$ cat src/logic/cfg_map.svh
// offsets, field positions, fixed values and counts of the config block
// assumes byte addressed configuration space, dword aligned accesses
`ifndef CFG_MAP_SVH
`define CFG_MAP_SVH

// configuration offsets, bytes
`define CMD_OFFSET 8'h04
`define STATUS_OFFSET 8'h06
`define CLASS_OFFSET 8'h08

// command word field
`define CMD_PERR_EN_BIT 6

// status field positions, within the 16-bit status half
`define STAT_DEVSEL_HI 10
`define STAT_DEVSEL_LO 9
`define STAT_PARITY_BIT 8
`define STAT_B2B_BIT 7
`define STAT_USER_FEAT_BIT 6
`define STAT_HICLK_BIT 5
`define STAT_CAP_LIST_BIT 4
`define STAT_RSVD_HI 3
`define STAT_RSVD_LO 0

// status fixed values
`define DEVSEL_MEDIUM 2'h1
`define STATUS_RESET 16'h0210

// class word fields
`define BASE_CLASS 8'h0c
`define SUB_CLASS 8'h00
`define PROG_IF 8'h10

// reset values
`define PERR_EN_RESET 1'h0
`define PARITY_FLAG_RESET 1'h0

// device select delay after address phase, medium decode, clocks
`define DEVSEL_DELAY 2'h2

`endif

$ cat src/logic/cfg_pkg.sv
// types shared by the config status and class block
// assumes cfg_map.svh supplies all numbers
package cfg_pkg;

  // one configuration access as presented by the bus front end
  typedef struct packed {
    logic write;
    logic [7:0] addr;
    logic [3:0] byte_en;
    logic [31:0] wdata;
  } cfg_access_t;

  // device select sequencer
  typedef enum logic [1:0] {
    dsel_idle = 2'b00,
    dsel_wait = 2'b01,
    dsel_drive = 2'b10
  } devsel_state_t;

  // parity error pin sequencer
  typedef enum logic [1:0] {
    perr_idle = 2'b00,
    perr_low = 2'b01,
    perr_high = 2'b10
  } perr_state_t;

endpackage : cfg_pkg

$ cat src/logic/parity_flag.sv
// sticky master data parity flag, write one to clear
// assumes set and clear are already qualified by the caller
`timescale 1ns/1ps
`default_nettype none
`include "cfg_map.svh"

module parity_flag import cfg_pkg::*; (
  input wire logic mclk,
  input wire logic rst,
  input wire logic set_event,
  input wire logic clear_req,
  output logic flag
);

  logic next_flag; // next flag value

  // set wins over a clear landing in the same cycle
  always_comb begin
    next_flag = set_event | (flag & ~clear_req);
  end

  // register only
  always_ff @(posedge mclk) begin
    if (rst) begin
      flag <= `PARITY_FLAG_RESET;
    end else begin
      flag <= next_flag;
    end
  end

endmodule : parity_flag
`default_nettype wire

$ cat src/logic/devsel_timer.sv
// device select driver with medium decode timing
// assumes target_hit is a one-cycle pulse for a non-config access
// assumes xfer_done marks the last data phase of that access
`timescale 1ns/1ps
`default_nettype none
`include "cfg_map.svh"

module devsel_timer import cfg_pkg::*; (
  input wire logic mclk,
  input wire logic rst,
  input wire logic target_hit,
  input wire logic xfer_done,
  output logic device_select_n_out,
  output logic device_select_oe_n
);

  devsel_state_t state, next_state; // sequencer
  logic [1:0] count, next_count; // clocks since the hit
  logic next_dsel_n; // next pin level
  logic next_dsel_oe_n; // next pin enable

  // hits while busy are ignored, one access at a time
  always_comb begin
    next_state = state;
    next_count = count;
    unique case (state)
      dsel_idle: begin
        if (target_hit) begin
          next_state = dsel_wait;
          next_count = 2'h1;
        end
      end
      dsel_wait: begin
        if (count == `DEVSEL_DELAY - 2'h1) begin
          next_state = dsel_drive;
        end else begin
          next_count = count + 2'h1;
        end
      end
      dsel_drive: begin
        if (xfer_done) begin
          next_state = dsel_idle;
        end
      end
      default: begin
        next_state = dsel_idle; // illegal code recovers
      end
    endcase
    next_dsel_n = (next_state != dsel_drive);
    next_dsel_oe_n = (next_state != dsel_drive);
  end

  // register only
  always_ff @(posedge mclk) begin
    if (rst) begin
      state <= dsel_idle;
      count <= 2'h0;
      device_select_n_out <= 1'h1;
      device_select_oe_n <= 1'h1;
    end else begin
      state <= next_state;
      count <= next_count;
      device_select_n_out <= next_dsel_n;
      device_select_oe_n <= next_dsel_oe_n;
    end
  end
endmodule : devsel_timer
`default_nettype wire

$ cat src/logic/cfg_status_class.sv
// status half-word and class/revision word of the config header
// assumes one config access per cfg_req pulse, answered next clock
// assumes pin inputs are already synchronous to mclk
//
// Summary of operation
// - devsel code 01b, medium timing asserted
// - parity flag needs perr, mastership, enable
// - back-to-back capable bit reads zero
// - user features bit reads zero
// - high clock capable bit reads zero
// - capability list bit reads one
// - status bits three to zero zero
// - base class byte is serial bus
// - subclass byte all zero
// - programming interface byte is 10h
// - low byte is fixed silicon revision
// - class word read-only at offset 08h
// - perr driven only when enable set
`timescale 1ns/1ps
`default_nettype none
`include "cfg_map.svh"

module cfg_status_class import cfg_pkg::*; #(
  // arbitrary revision code, set per tape-out
  parameter logic [7:0] SILICON_REVISION = 8'h5a
) (
  input wire logic mclk,
  input wire logic rst,
  // configuration access
  input wire logic cfg_req,
  input wire cfg_access_t cfg_access,
  output logic [31:0] cfg_rdata,
  output logic cfg_ack,
  // parity error pin, tri-state, driven high one clock before release
  input wire logic parity_error_signal_n_in,
  output logic parity_error_signal_n_out,
  output logic parity_error_signal_oe_n,
  // data phase context from the bus engine
  input wire logic master_data_phase,
  input wire logic parity_detected,
  // device select pin
  input wire logic target_hit,
  input wire logic xfer_done,
  output logic device_select_signal_n_out,
  output logic device_select_signal_oe_n,
  // state seen by the rest of the chip
  output logic master_data_parity_flag,
  output logic parity_response_enable
);

  // ---- access decode ----

  logic [7:0] dword_addr; // access address, low bits dropped
  logic hit_cmd; // dword holding command and status
  logic hit_class; // class and revision dword
  logic wr_cmd; // write into command/status dword

  // the status half shares the dword at the command offset
  always_comb begin
    dword_addr = {cfg_access.addr[7:2], 2'h0};
    hit_cmd = (dword_addr == `CMD_OFFSET);
    hit_class = (dword_addr == `CLASS_OFFSET);
    wr_cmd = cfg_req & cfg_access.write & hit_cmd;
  end

  // ---- parity response enable ----

  logic next_perr_en; // next enable value

  // only bit 6 of the command word is held here
  always_comb begin
    next_perr_en = parity_response_enable;
    if (wr_cmd && cfg_access.byte_en[0]) begin
      next_perr_en = cfg_access.wdata[`CMD_PERR_EN_BIT];
    end
  end

  // register only
  always_ff @(posedge mclk) begin
    if (rst) begin
      parity_response_enable <= `PERR_EN_RESET;
    end else begin
      parity_response_enable <= next_perr_en;
    end
  end

  // ---- master data parity flag ----

  logic flag_set; // qualified set event
  logic flag_clear; // host write of one

  // all three conditions in the same data phase
  always_comb begin
    flag_set = ~parity_error_signal_n_in
      & master_data_phase
      & parity_response_enable;
    // the status parity bit sits in byte lane 3 of the dword
    flag_clear = wr_cmd & cfg_access.byte_en[3]
      & cfg_access.wdata[16 + `STAT_PARITY_BIT];
  end

  // sticky flag; a zero write leaves it alone
  parity_flag u_parity_flag (
    .mclk(mclk),
    .rst(rst),
    .set_event(flag_set),
    .clear_req(flag_clear),
    .flag(master_data_parity_flag)
  );

  // ---- parity error pin ----

  perr_state_t perr_state, next_perr_state; // pin sequencer
  logic next_perr_n; // next pin level
  logic next_perr_oe_n; // next pin enable

  // drive low, then high for one clock before release,
  // so the pull-up does not have to restore the line alone
  always_comb begin
    next_perr_state = perr_state;
    unique case (perr_state)
      perr_idle: begin
        if (parity_detected && parity_response_enable) begin
          next_perr_state = perr_low;
        end
      end
      perr_low: begin
        if (parity_detected && parity_response_enable) begin
          next_perr_state = perr_low;
        end else begin
          next_perr_state = perr_high;
        end
      end
      perr_high: begin
        // a fresh error in the release cycle must not be lost
        if (parity_detected && parity_response_enable) begin
          next_perr_state = perr_low;
        end else begin
          next_perr_state = perr_idle;
        end
      end
      default: begin
        next_perr_state = perr_idle; // illegal code recovers
      end
    endcase
    next_perr_n = (next_perr_state != perr_low);
    next_perr_oe_n = (next_perr_state == perr_idle);
  end

  // register only
  always_ff @(posedge mclk) begin
    if (rst) begin
      perr_state <= perr_idle;
      parity_error_signal_n_out <= 1'h1;
      parity_error_signal_oe_n <= 1'h1;
    end else begin
      perr_state <= next_perr_state;
      parity_error_signal_n_out <= next_perr_n;
      parity_error_signal_oe_n <= next_perr_oe_n;
    end
  end

  // ---- device select ----

  // medium decode timing for non-config accesses
  devsel_timer u_devsel_timer (
    .mclk(mclk),
    .rst(rst),
    .target_hit(target_hit),
    .xfer_done(xfer_done),
    .device_select_n_out(device_select_signal_n_out),
    .device_select_oe_n(device_select_signal_oe_n)
  );

  // ---- read data ----

  logic [15:0] status_word; // assembled status half
  logic [31:0] class_word; // assembled class word
  logic [31:0] next_rdata; // next read data
  logic next_ack; // next answer strobe

  // hardwired bits are plain constants, writes cannot reach them
  always_comb begin
    status_word = 16'h0000;
    status_word[`STAT_DEVSEL_HI:`STAT_DEVSEL_LO] = `DEVSEL_MEDIUM;
    status_word[`STAT_PARITY_BIT] = master_data_parity_flag;
    status_word[`STAT_B2B_BIT] = 1'h0;
    status_word[`STAT_USER_FEAT_BIT] = 1'h0;
    status_word[`STAT_HICLK_BIT] = 1'h0;
    status_word[`STAT_CAP_LIST_BIT] = 1'h1;
    status_word[`STAT_RSVD_HI:`STAT_RSVD_LO] = 4'h0;
    class_word = {`BASE_CLASS,
      `SUB_CLASS,
      `PROG_IF,
      SILICON_REVISION};
  end

  // every access is answered; unmapped reads return zero
  always_comb begin
    next_ack = cfg_req;
    next_rdata = 32'h0000_0000;
    if (cfg_req && !cfg_access.write) begin
      if (hit_cmd) begin
        // command half: only the enable bit lives here
        next_rdata = {status_word, 16'h0000};
        next_rdata[`CMD_PERR_EN_BIT] = parity_response_enable;
      end else if (hit_class) begin
        next_rdata = class_word;
      end
    end
  end

  // register only
  always_ff @(posedge mclk) begin
    if (rst) begin
      cfg_ack <= 1'h0;
      cfg_rdata <= 32'h0000_0000;
    end else begin
      cfg_ack <= next_ack;
      cfg_rdata <= next_rdata;
    end
  end

  logic rd_cmd; // read of the status dword
  logic rd_class; // read of the class dword
  always_comb begin
    rd_cmd = cfg_req & ~cfg_access.write & hit_cmd;
    rd_class = cfg_req & ~cfg_access.write & hit_class;
  end
endmodule : cfg_status_class
`default_nettype wire

$ cat config.mk
export PLATFORM = sky130hd
export DESIGN_NAME = cfg_status_class
export DESIGN_NICKNAME = d
export VERILOG_FILES = /design/src/logic/cfg_pkg.sv /design/src/logic/parity_flag.sv /design/src/logic/devsel_timer.sv /design/src/logic/cfg_status_class.sv
export VERILOG_INCLUDE_DIRS = /design/src /design/src/logic
export SDC_FILE = /design/constraint.sdc
export NUM_CORES = 1
export LEC_CHECK = 0
export BUFFER_PORTS_ARGS = -buffer_cell sky130_fd_sc_hd__buf_2
export CAP_MARGIN = 0
export CELL_PAD_IN_SITES_DETAIL_PLACEMENT = 2
export CELL_PAD_IN_SITES_GLOBAL_PLACEMENT = 2
export CORE_MARGIN = 5
export CORE_UTILIZATION = 17
export CTS_CLUSTER_DIAMETER = 50
export CTS_CLUSTER_SIZE = 16
export DETAILED_ROUTE_END_ITERATION = 8
export GPL_TIMING_DRIVEN = 0
export PLACE_DENSITY = 0.9
export SKIP_CTS_REPAIR_TIMING = 1
export SLEW_MARGIN = 40
export SYNTH_ARGS = -nofsm -noshare
export SYNTH_HDL_FRONTEND = slang
export SYNTH_SLANG_ARGS = --single-unit
$ cat constraint.sdc
create_clock -name mclk -period 2.8 [get_ports mclk]
set_clock_uncertainty 0.1 [all_clocks]
set_input_delay 0.14 -clock mclk [delete_from_list [all_inputs] [get_ports mclk]]
set_output_delay 0.14 -clock mclk [all_outputs]
set_load 0.02 [all_outputs]
# Word-level counts from Yosys, hierarchy flattened
# Cells that the tools add are included.
[word_totals]
inputBits = 53
reg_bits = 40
output_inout_bits = 39
wordCells = 58
[classes]
n_bitwise = 11
add_sub_neg = 1
n_mux = 13
reduce_logical = 11
eq_ne = 11
[op_table]
columns = ["op", "count"]
rows = [
  ["$mux 28", 1],
  ["$mux 26", 1],
  ["$mux 2", 7],
  ["$pmux 2 s3", 2],
  ["$and 1x1->1", 7],
  ["$eq 2x1->1 const B", 3],
  ["$eq 6x1->1 const B", 1],
  ["$eq 6x2->1 const B", 1],
  ["$logic_not 2->1", 3],
  ["$ne 2x2->1 const B", 3],
  ["$eq 2x2->1 const B", 2],
  ["$pmux 2 s2", 1],
  ["$logic_and 1x1->1", 3],
  ["$not 1->1", 3],
  ["$reduce_and 3->1", 1],
  ["$reduce_or 3->1", 1],
  ["$add 2x1->2 const B", 1],
  ["$ne 2x1->1 const B", 1],
  ["$reduce_bool 2->1", 1],
  ["$reduce_or 2->1", 1],
  ["$logic_not 1->1", 1],
  ["$mux 1", 1],
  ["$or 1x1->1", 1],
]

# Logic depth before layout (Yosys ltp)
# Gate-level depths: netlist (run 1).
[logic_depth]
word_depth = 7
mapped_depth = 5

# By module
# From an unflattened synthesis (run 1), not the netlist that was laid out.
[hier_totals]
cells_unflattened = 93
hier_area_um2 = 863.3
[by_module_without_submodules]
columns = ["module", "instances", "area_each_um2", "cells_per_inst"]
rows = [
  ["cfg_status_class", 1, 595.6, 64],
  ["devsel_timer", 1, 229.0, 25],
  ["parity_flag", 1, 38.8, 4],
]

# Worst setup path after synthesis (run 1)
# OpenSTA, ideal clock, no wires.
[synth_path]
path_kind = "flip-flop to flip-flop"
startpoint = "register u_devsel_timer.count[1]"
endpoint = "register u_devsel_timer.count[0]"
period_less_slack_ns = 1.385
setup_slack_ns = 1.415
setup_ns = 0.138
required_time_ns = 2.562
t_arrival_ns = 1.147
path_stages_with_launch = 6
path_buffers = 0
cell_sequence = "dfxtp_1 inv_1 ha_1 or3b_2 o21ai_0 a221oi_1"
[synth_between]
elab_chain_len = 3
[synth_rtl]
columns = ["element", "line_no", "rtl"]
rows = [
  ["start: declaration", "devsel_timer.sv:18", "logic [1:0] count, next_count;"],
  ["start signal: assignment", "devsel_timer.sv:62", "count <= next_count;"],
  ["$eq 2x1->1", "devsel_timer.sv:34", "if (count == `DEVSEL_DELAY - 2'h1) begin"],
  ["$ne 2x2->1 (no line)", "n/a", ""],
  ["$reduce_and 3->1 (no line)", "n/a", ""],
]
# Every way passes these cells.
# A chain may end at the register's enable or synchronous reset.

# Worst setup path after layout (run 1)
# Same ends and word-level chain as after synthesis.

==> results of run 1 <==
-- worst min path at each step --
stage                        startpoint                      to  slack (ns)  depth (start not counted)
after floorplan                     rst                 cfg_ack        0.12                          1
after global routing      cfg_access[6]  parity_response_enable        0.05                          3
final                     cfg_access[6]  parity_response_enable        0.06                          3
after global placement              rst                 cfg_ack        0.23                          2
after detailed placement            rst                 cfg_ack        0.23                          2
after CTS                           rst                 cfg_ack       -0.03                          2
-- through the flow --
stage          setup WS (ns)  instances  instance area (um2)  utilization [%]  power (uW)
2_1_floorplan          1.415        117                917.1                -       322.0
6_report               1.298        224                 1241            26.11       549.4
4_1_cts                1.279        223                 1231            25.89       557.5
3_3_place_gp           1.357        219                 1176            24.74       343.9
3_5_place_dp           1.282        219                 1176            24.74       347.8
5_1_grt                1.214        224                 1241            26.11       584.0
-- cell usage after synthesis, types with 2 or more instances --
library cell,number
a21oi_1,4
buf_4,29
dfxtp_1,16
inv_1,6
mux2i_1,2
nand2_1,5
nand2b_1,3
nand3b_1,3
nor2_1,5
nor2b_1,2
nor3_1,3
o21ai_0,2
-- cell type report --
class                      count  area share [%]
buffer                        30           17.84
clock buffer                   4           4.435
inverter                       6           1.815
multi-input combinational     65           28.43
sequential                    16           25.81
tap                           67           6.754
timing repair buffer          36           14.92
-- worst max-delay path, stage by stage (launching register included) --
cell and delay [ns]:
dfxtp_1 0.34, inv_1 0.05, ha_1 0.23, or3b_2 0.44
o21ai_0 0.09, a221oi_1 0.11
-- cells by family (layout without fill, tap and decap cells) --
logic type | count (synthesis) | count (layout) | synth area share (%)
compound gates | 11 | 11 | 8.211
buf+inv | 36 | 76 | 29.10
simple gates | 29 | 29 | 20.15
fa+ha+maj | 1 | 1 | 1.492
mux | 2 | 2 | 2.388
other cells | 1 | 22 | 0.4473
flops | 16 | 16 | 38.21
-- power by group --
group | switching, uW | total [uW] | internal (uW)
registers | 6.25 | 240 | 234
logic | 57.0 | 104 | 47.1
clock network | 80.4 | 205 | 125
-- cells in the final DEF (no fill, tap or decap), drive strengths merged --
cell	Yosys	final
buf	29	64
conb	1	22
dfxtp	16	16
inv	6	6
nor2	5	5
nand2	5	5
clkbuf	1	5
a21oi	4	4
nor3	4	4
nand3b	3	3
nand2b	3	3
o21ai	2	2
nor2b	2	2
mux2i	2	2
a21o	1	1
or3b	1	1
o21bai	1	1
a221oi	1	1
nor4	1	1
nand3	1	1
a211oi	1	1
or4	1	1
nand4b	1	1
and3	1	1
o31ai	1	1
and2	1	1
ha	1	1
dlygate4sd3	0	1
-- registers in the layout (all words and copies together), names as in the netlist, 2 cells and up --
signal	count
perr_state	2
u_devsel_timer.state	2
cfg_rdata	4
u_devsel_timer.count	2
-- routing by layer --
metal,up-vias,track usage (%),wire length [um]
li1,384,-,-
met1,365,7.981,938
met2,38,13.08,1121
met3,4,2.691,219
met4,0,4.054,45
met5,-,0,0
==> run_results.csv, run 1 <==
group,metric,value,unit
run_status,status,"finished, final reports clean",
drt,drt_pass1_iterations,3,
synth,yosys_warnings,0,
global_route,grt_util_all_layers,7.570,%
global_route,grt_start_max_net_pins,11,
setup_path,end_kind,"register",
drt,wl,2325,um
synth,synth_seq_cells,16,
setup_path,cp.required,2.81,ns
synth,synth_flop_cell,"dfxtp_1",
synth,syn_area,838.3,um2
clocking,cts_tree,"yes",
setup_path,rrSetupSlack,1.30,ns
synth,synth_area_per_cell,8.732,um2
synth,ys_async_sr_fraction,0,%
synth,ys_types,28,
drt,num_vias,791,
sta,setup_violations,0,
finish,fillerInstances,602,
sta,hold_violations,0,
clocking,clock_latency,0.25,ns
setup_path,critPathKind,"register to register",
floorplanning,io_pins,92,
global_route,grt_pass1_vias,876,
worst_hold_path,hp-class,"primary input to register",
synth,synth_top_area_cell,"dfxtp_1",
floorplanning,dieArea,6435,um2
drt,drt-wirelength-per-cell,10.38,um
clocking,clk_path_buf_depth,2,
clocking,htreeDepth,1,
setup_path,worstReg2RegStart,"u_devsel_timer.count[1]",
clocking,clockRootBuffer,"clkbuf_8",
setup_path,critical_path.max_fanout,5,
synth,synth.area.top_cells,"dfxtp_1 38%, buf_4 26%, inv_1 2.7%, nand3b_1 2.7%, a21oi_1 2.4%",
clocking,cts.sinks,16,
finish,seqCellArea,320.3,um2
floorplanning,fp-row-count,25,
finish,diodes,0,
global_route,gr-total-overflow,0,
run,cap_viol_max_count,0,
drt,drt_iter0_markers,11,
setup_path,crit_path_start,"u_devsel_timer.count[1]",
setup_path,r2r-end,"u_devsel_timer.count[0]",
setup_path,cp-start-kind,"register",
sta,fin_crit_sh,53.66,%
setup_path,cp.arrival,1.51,ns
global_route,grt_pass1_wl,3746,um
sta,period_minus_slack,1.502,ns
clocking,clk_pin_slew,0.06,ns
drt,via_per_inst,3.531,
setup_path,rr_worst_depth,5,
synth,ys_seq_area_share,38.21,%
drt,drc,0,
floorplanning,die_w,80.22,um
power_and_ir_drop,p_leak,0.0006260,uW
power_and_ir_drop,power_density,442.6,nW/um2
drt,ant_nets,0,
finish,area_delta_synth_final,48.06,%
sta,setup_tns,0,ns
floorplanning,core_region_area,4755,um2
sta,drv_slew,0,
sta,fmax,665.6,MHz
finish,nNetsFinal,212,
place,routabilityCongestion,0.7133,
synth,synth_top_cell_area_share,38.21,%
place,portBuffers,35,
synth,syn_inst,96,
global_route,antenna_found_initial,0,
sta,maxSlewHeadroom,66.18,%
sta,tightestPinTransition,0.5026,ns
clocking,cts_inserted_buffers,3,
floorplanning,start_util,17.63,%
sta,whs,0.05572,ns
setup_path,endpoint,"u_devsel_timer.count[0]",
sta,rsz0062_at_grt,"no",
finish,multi_input_area,352.8,um2
synth,synth_edf_count,0,
finish,drive_above_1_share,45.22,%
place,hpwl,2042,um
floorplanning,dieHeight,80.22,um
power_and_ir_drop,irDropWorstVdd,0.1304,mV
(Power assumes the default switching activity.)
==> run 2, diff against run 1 <==
--- a/config.mk
+++ b/config.mk
@@ -6,17 +6,18 @@
 export SDC_FILE = /design/constraint.sdc
 export NUM_CORES = 1
 export LEC_CHECK = 0
+export ABC_AREA = 1
 export BUFFER_PORTS_ARGS = -buffer_cell sky130_fd_sc_hd__buf_2
 export CAP_MARGIN = 0
 export CELL_PAD_IN_SITES_DETAIL_PLACEMENT = 2
 export CELL_PAD_IN_SITES_GLOBAL_PLACEMENT = 2
 export CORE_MARGIN = 5
-export CORE_UTILIZATION = 17
+export CORE_UTILIZATION = 13
 export CTS_CLUSTER_DIAMETER = 50
 export CTS_CLUSTER_SIZE = 16
 export DETAILED_ROUTE_END_ITERATION = 8
 export GPL_TIMING_DRIVEN = 0
-export PLACE_DENSITY = 0.9
+export PLACE_DENSITY = 0.79
 export SKIP_CTS_REPAIR_TIMING = 1
 export SLEW_MARGIN = 40
 export SYNTH_ARGS = -nofsm -noshare
==> constraint.sdc (replaced) <==
create_clock -name mclk -period 1.3 [get_ports mclk]
set_clock_uncertainty 0.1 [all_clocks]
set_input_delay 0.065 -clock mclk [delete_from_list [all_inputs] [get_ports mclk]]
set_output_delay 0.065 -clock mclk [all_outputs]
set_load 0.02 [all_outputs]
==> run 2 against run 1 <==
Critical path depth up 4. Highest routed layer unchanged. Synthesized cell count grew 14%. Global-route usage fell by 1.8 points. Worst hold slack got worse by 0.063 ns. Power increased by 120%. Cell area is 4.4% higher. Sequential share of layout area shrank 0.90 points. Combinational power grew 140%. Routed wire length up 2.8%. Critical path type unchanged. Core utilization decreased by 5.3 points. Flip-flop and latch count unchanged. The flow now finishes with violations (hold timing).
==> run_results.csv, run 2 <==
group,metric,value,unit
finish,final_cell_mix,"35 x buf_2, 31 x buf_4, 22 x conb_1",
power_and_ir_drop,p_int,886.6,uW
synth,ys_seq_area_share,38.91,%
sta,hold_violations,1,
place,portBuffers,35,
synth,yosys-top-cells-count,"29 x buf_4, 16 x dfxtp_1, 15 x nand2_1",
floorplanning,dieHeight,89.58,um
synth,ys_async_sr_fraction,0,%
synth,synth_edf_count,0,
setup_path,rr_worst_depth,9,
power_and_ir_drop,p_sw,328.9,uW
global_route,gr-total-overflow,0,
setup_path,r2r-end,"u_devsel_timer.count[0]",
finish,top_register,"cfg_rdata",
power_and_ir_drop,pwr-share-comb,20.5,%
synth,syn_inst,109,
sta,whs,-0.007203,ns
synth,ys_types,16,
global_route,grt_util_all_layers,5.732,%
floorplanning,die_w,89.58,um
run_status,violations,"hold timing",
clocking,clk_pin_slew,0.07,ns
sta,worst_slack,0.08810,ns
floorplanning,core_region_area,6241,um2
power_and_ir_drop,switching_share,27.06,%
drt,drt_pass1_iterations,2,
finish,multi_input_area,324.1,um2
sta,setup_violations,0,
synth,synth_seq_cells,16,
drt,ant_nets,0,
synth,syn_area,823.3,um2
drt,wl,2390,um
power_and_ir_drop,irDropWorstVdd,0.4330,mV
run,cap_viol_max_count,0,
synth,synth_flop_cell,"dfxtp_1",
floorplanning,io_pins,92,
synth,synth_top_cell_area_share,38.91,%
finish,diodes,0,
synth,synthXorXnorAreaFrac,0,%
synth,synth_area_per_cell,7.553,um2
drt,drt-wirelength-per-cell,9.522,um
clocking,htreeDepth,1,
finish,fillerInstances,762,
sta,period_minus_slack,1.212,ns
synth,synth_top_family_by_area,"buffers and inverters",
synth,synthSimpleGateAreaFrac,20.21,%
setup_path,cp.required,1.34,ns
drt,drt_iter0_markers,18,
setup_path,end_kind,"register",
power_and_ir_drop,p_seq_share,42.5,%
global_route,antenna_found_initial,0,
synth,synthAdderAreaFrac,1.520,%
run_status,status,"finished with violations",
sta,drv_slew,0,
worst_hold_path,min_to,"u_parity_flag.flag",
clocking,clk_path_buf_depth,2,
finish,largest_reg_flops,4,
sta,fmax,825.1,MHz
place,hpwl,2056,um
drt,via_per_inst,3.311,
floorplanning,start_util,13.19,%
clocking,cts_tree,"yes",
synth,synth.area.mux_share,0,%
setup_path,critPathKind,"register to register",
global_route,grt_pass1_wl,3588,um
global_route,grt_start_max_net_pins,10,
sta,setup_tns,0,ns
clocking,cts_inserted_buffers,3,
finish,nNetsFinal,229,
finish,seqCellArea,322.8,um2
global_route,grt_pass1_vias,888,
synth,synth_compound_area_share,5.167,%
sta,fin_crit_sh,93.22,%
place,routabilityCongestion,0.7227,
clocking,clockRootBuffer,"clkbuf_8",
power_and_ir_drop,clkPwrFrac,37.0,%
clocking,cts.sinks,16,
setup_path,rrSetupSlack,0.09,ns
worst_hold_path,whs_path_depth,4,
floorplanning,dieArea,8025,um2
power_and_ir_drop,p_leak,0.0007149,uW
finish,area_delta_synth_final,57.45,%
setup_path,worstReg2RegStart,"u_devsel_timer.count[1]",
floorplanning,fp-row-count,29,
synth,synth_top_area_cell,"dfxtp_1",
clocking,clock_latency,0.25,ns
power_and_ir_drop,power_density,937.7,nW/um2
synth,yosys_warnings,0,
worst_hold_path,hp-class,"primary input to register",
synth,yosysMostFrequentCell,"buf_4",
setup_path,cp-start-kind,"register",
setup_path,critical_path.max_fanout,3,
finish,drive_above_1_share,49.43,%
finish,final_common_cell,"buf_2",
synth,synth.area.top_cells,"dfxtp_1 39%, buf_4 26%, nand2_1 6.8%, inv_1 5.5%, nor2_1 5.0%",
worst_hold_path,hold_path.startpoint,"parity_error_signal_n_in",
place,post-place-ws,-0.02825,ns
drt,drc,0,
drt,num_vias,831,
setup_path,cp.arrival,1.25,ns
run 2: area by class of cell:
type | count | area share, %
multi-input combinational | 69 | 25.00
sequential | 16 | 24.90
timing repair buffer | 40 | 16.99
buffer | 29 | 16.80
tap | 77 | 7.432
inverter | 16 | 4.633
clock buffer | 4 | 4.247
run 2: worst max-delay path, stage by stage, from the launching register on:
cell     delay, ns
dfxtp_2       0.32
inv_1         0.05
ha_2          0.17
inv_2         0.04
nand2_2       0.05
o21ai_2       0.05
inv_2         0.09
nor2_4        0.05
o21ai_1       0.13
nor2_1        0.05
run 2: power by group through the flow:
stage | Clock, uW | Sequential, uW | Combinational, uW
6_report | 449 | 517 | 249
5_1_grt | 476 | 519 | 276
4_1_cts | 467 | 514 | 215
3_5_place_dp | 0 | 525 | 215
3_3_place_gp | 0 | 524 | 209
2_1_floorplan | 0 | 527 | 160
run 2: kinds of logic (layout without fill, tap and decap cells):
logic type | Yosys count | in the layout
flops | 16 | 16
fa+ha+maj | 1 | 1
other cells | 1 | 22
buf+inv | 45 | 89
simple gates | 38 | 38
compound gates | 8 | 8
run 2: through the flow:
stage / util [%] / area [um2] / total power (uW) / std cells
finish: 20.77 / 1296 / 1215 / 251
detailed placement: 18.81 / 1174 / 739.4 / 242
CTS: 19.69 / 1229 / 1196 / 246
floorplan: - / 902.1 / 686.8 / 130
global placement: 18.81 / 1174 / 733.5 / 242
global route: 20.77 / 1296 / 1271 / 251
run 2: layer usage:
metal | global-route usage [%] | part of all wire (%) | wire length [um] | vias up
met5 | 0 | 0 | 0 | -
met4 | 2.436 | 1.9 | 45 | 0
met3 | 1.825 | 7.4 | 176 | 5
met2 | 10.84 | 54 | 1294 | 34
met1 | 5.689 | 37 | 874 | 385
li1 | - | - | - | 407
run 2: worst max-delay path by stage:
stage	endpoint	from	slack, ns
floorplan	u_devsel_timer.count[1]	u_devsel_timer.count[1]	0.13
global route	u_devsel_timer.count[0]	u_devsel_timer.count[1]	-0.002
finish	u_devsel_timer.count[0]	u_devsel_timer.count[1]	0.09
detailed placement	u_devsel_timer.count[1]	u_devsel_timer.count[1]	-0.03
global placement	u_devsel_timer.count[1]	u_devsel_timer.count[1]	0.04
CTS	u_devsel_timer.count[1]	u_devsel_timer.count[1]	-0.05
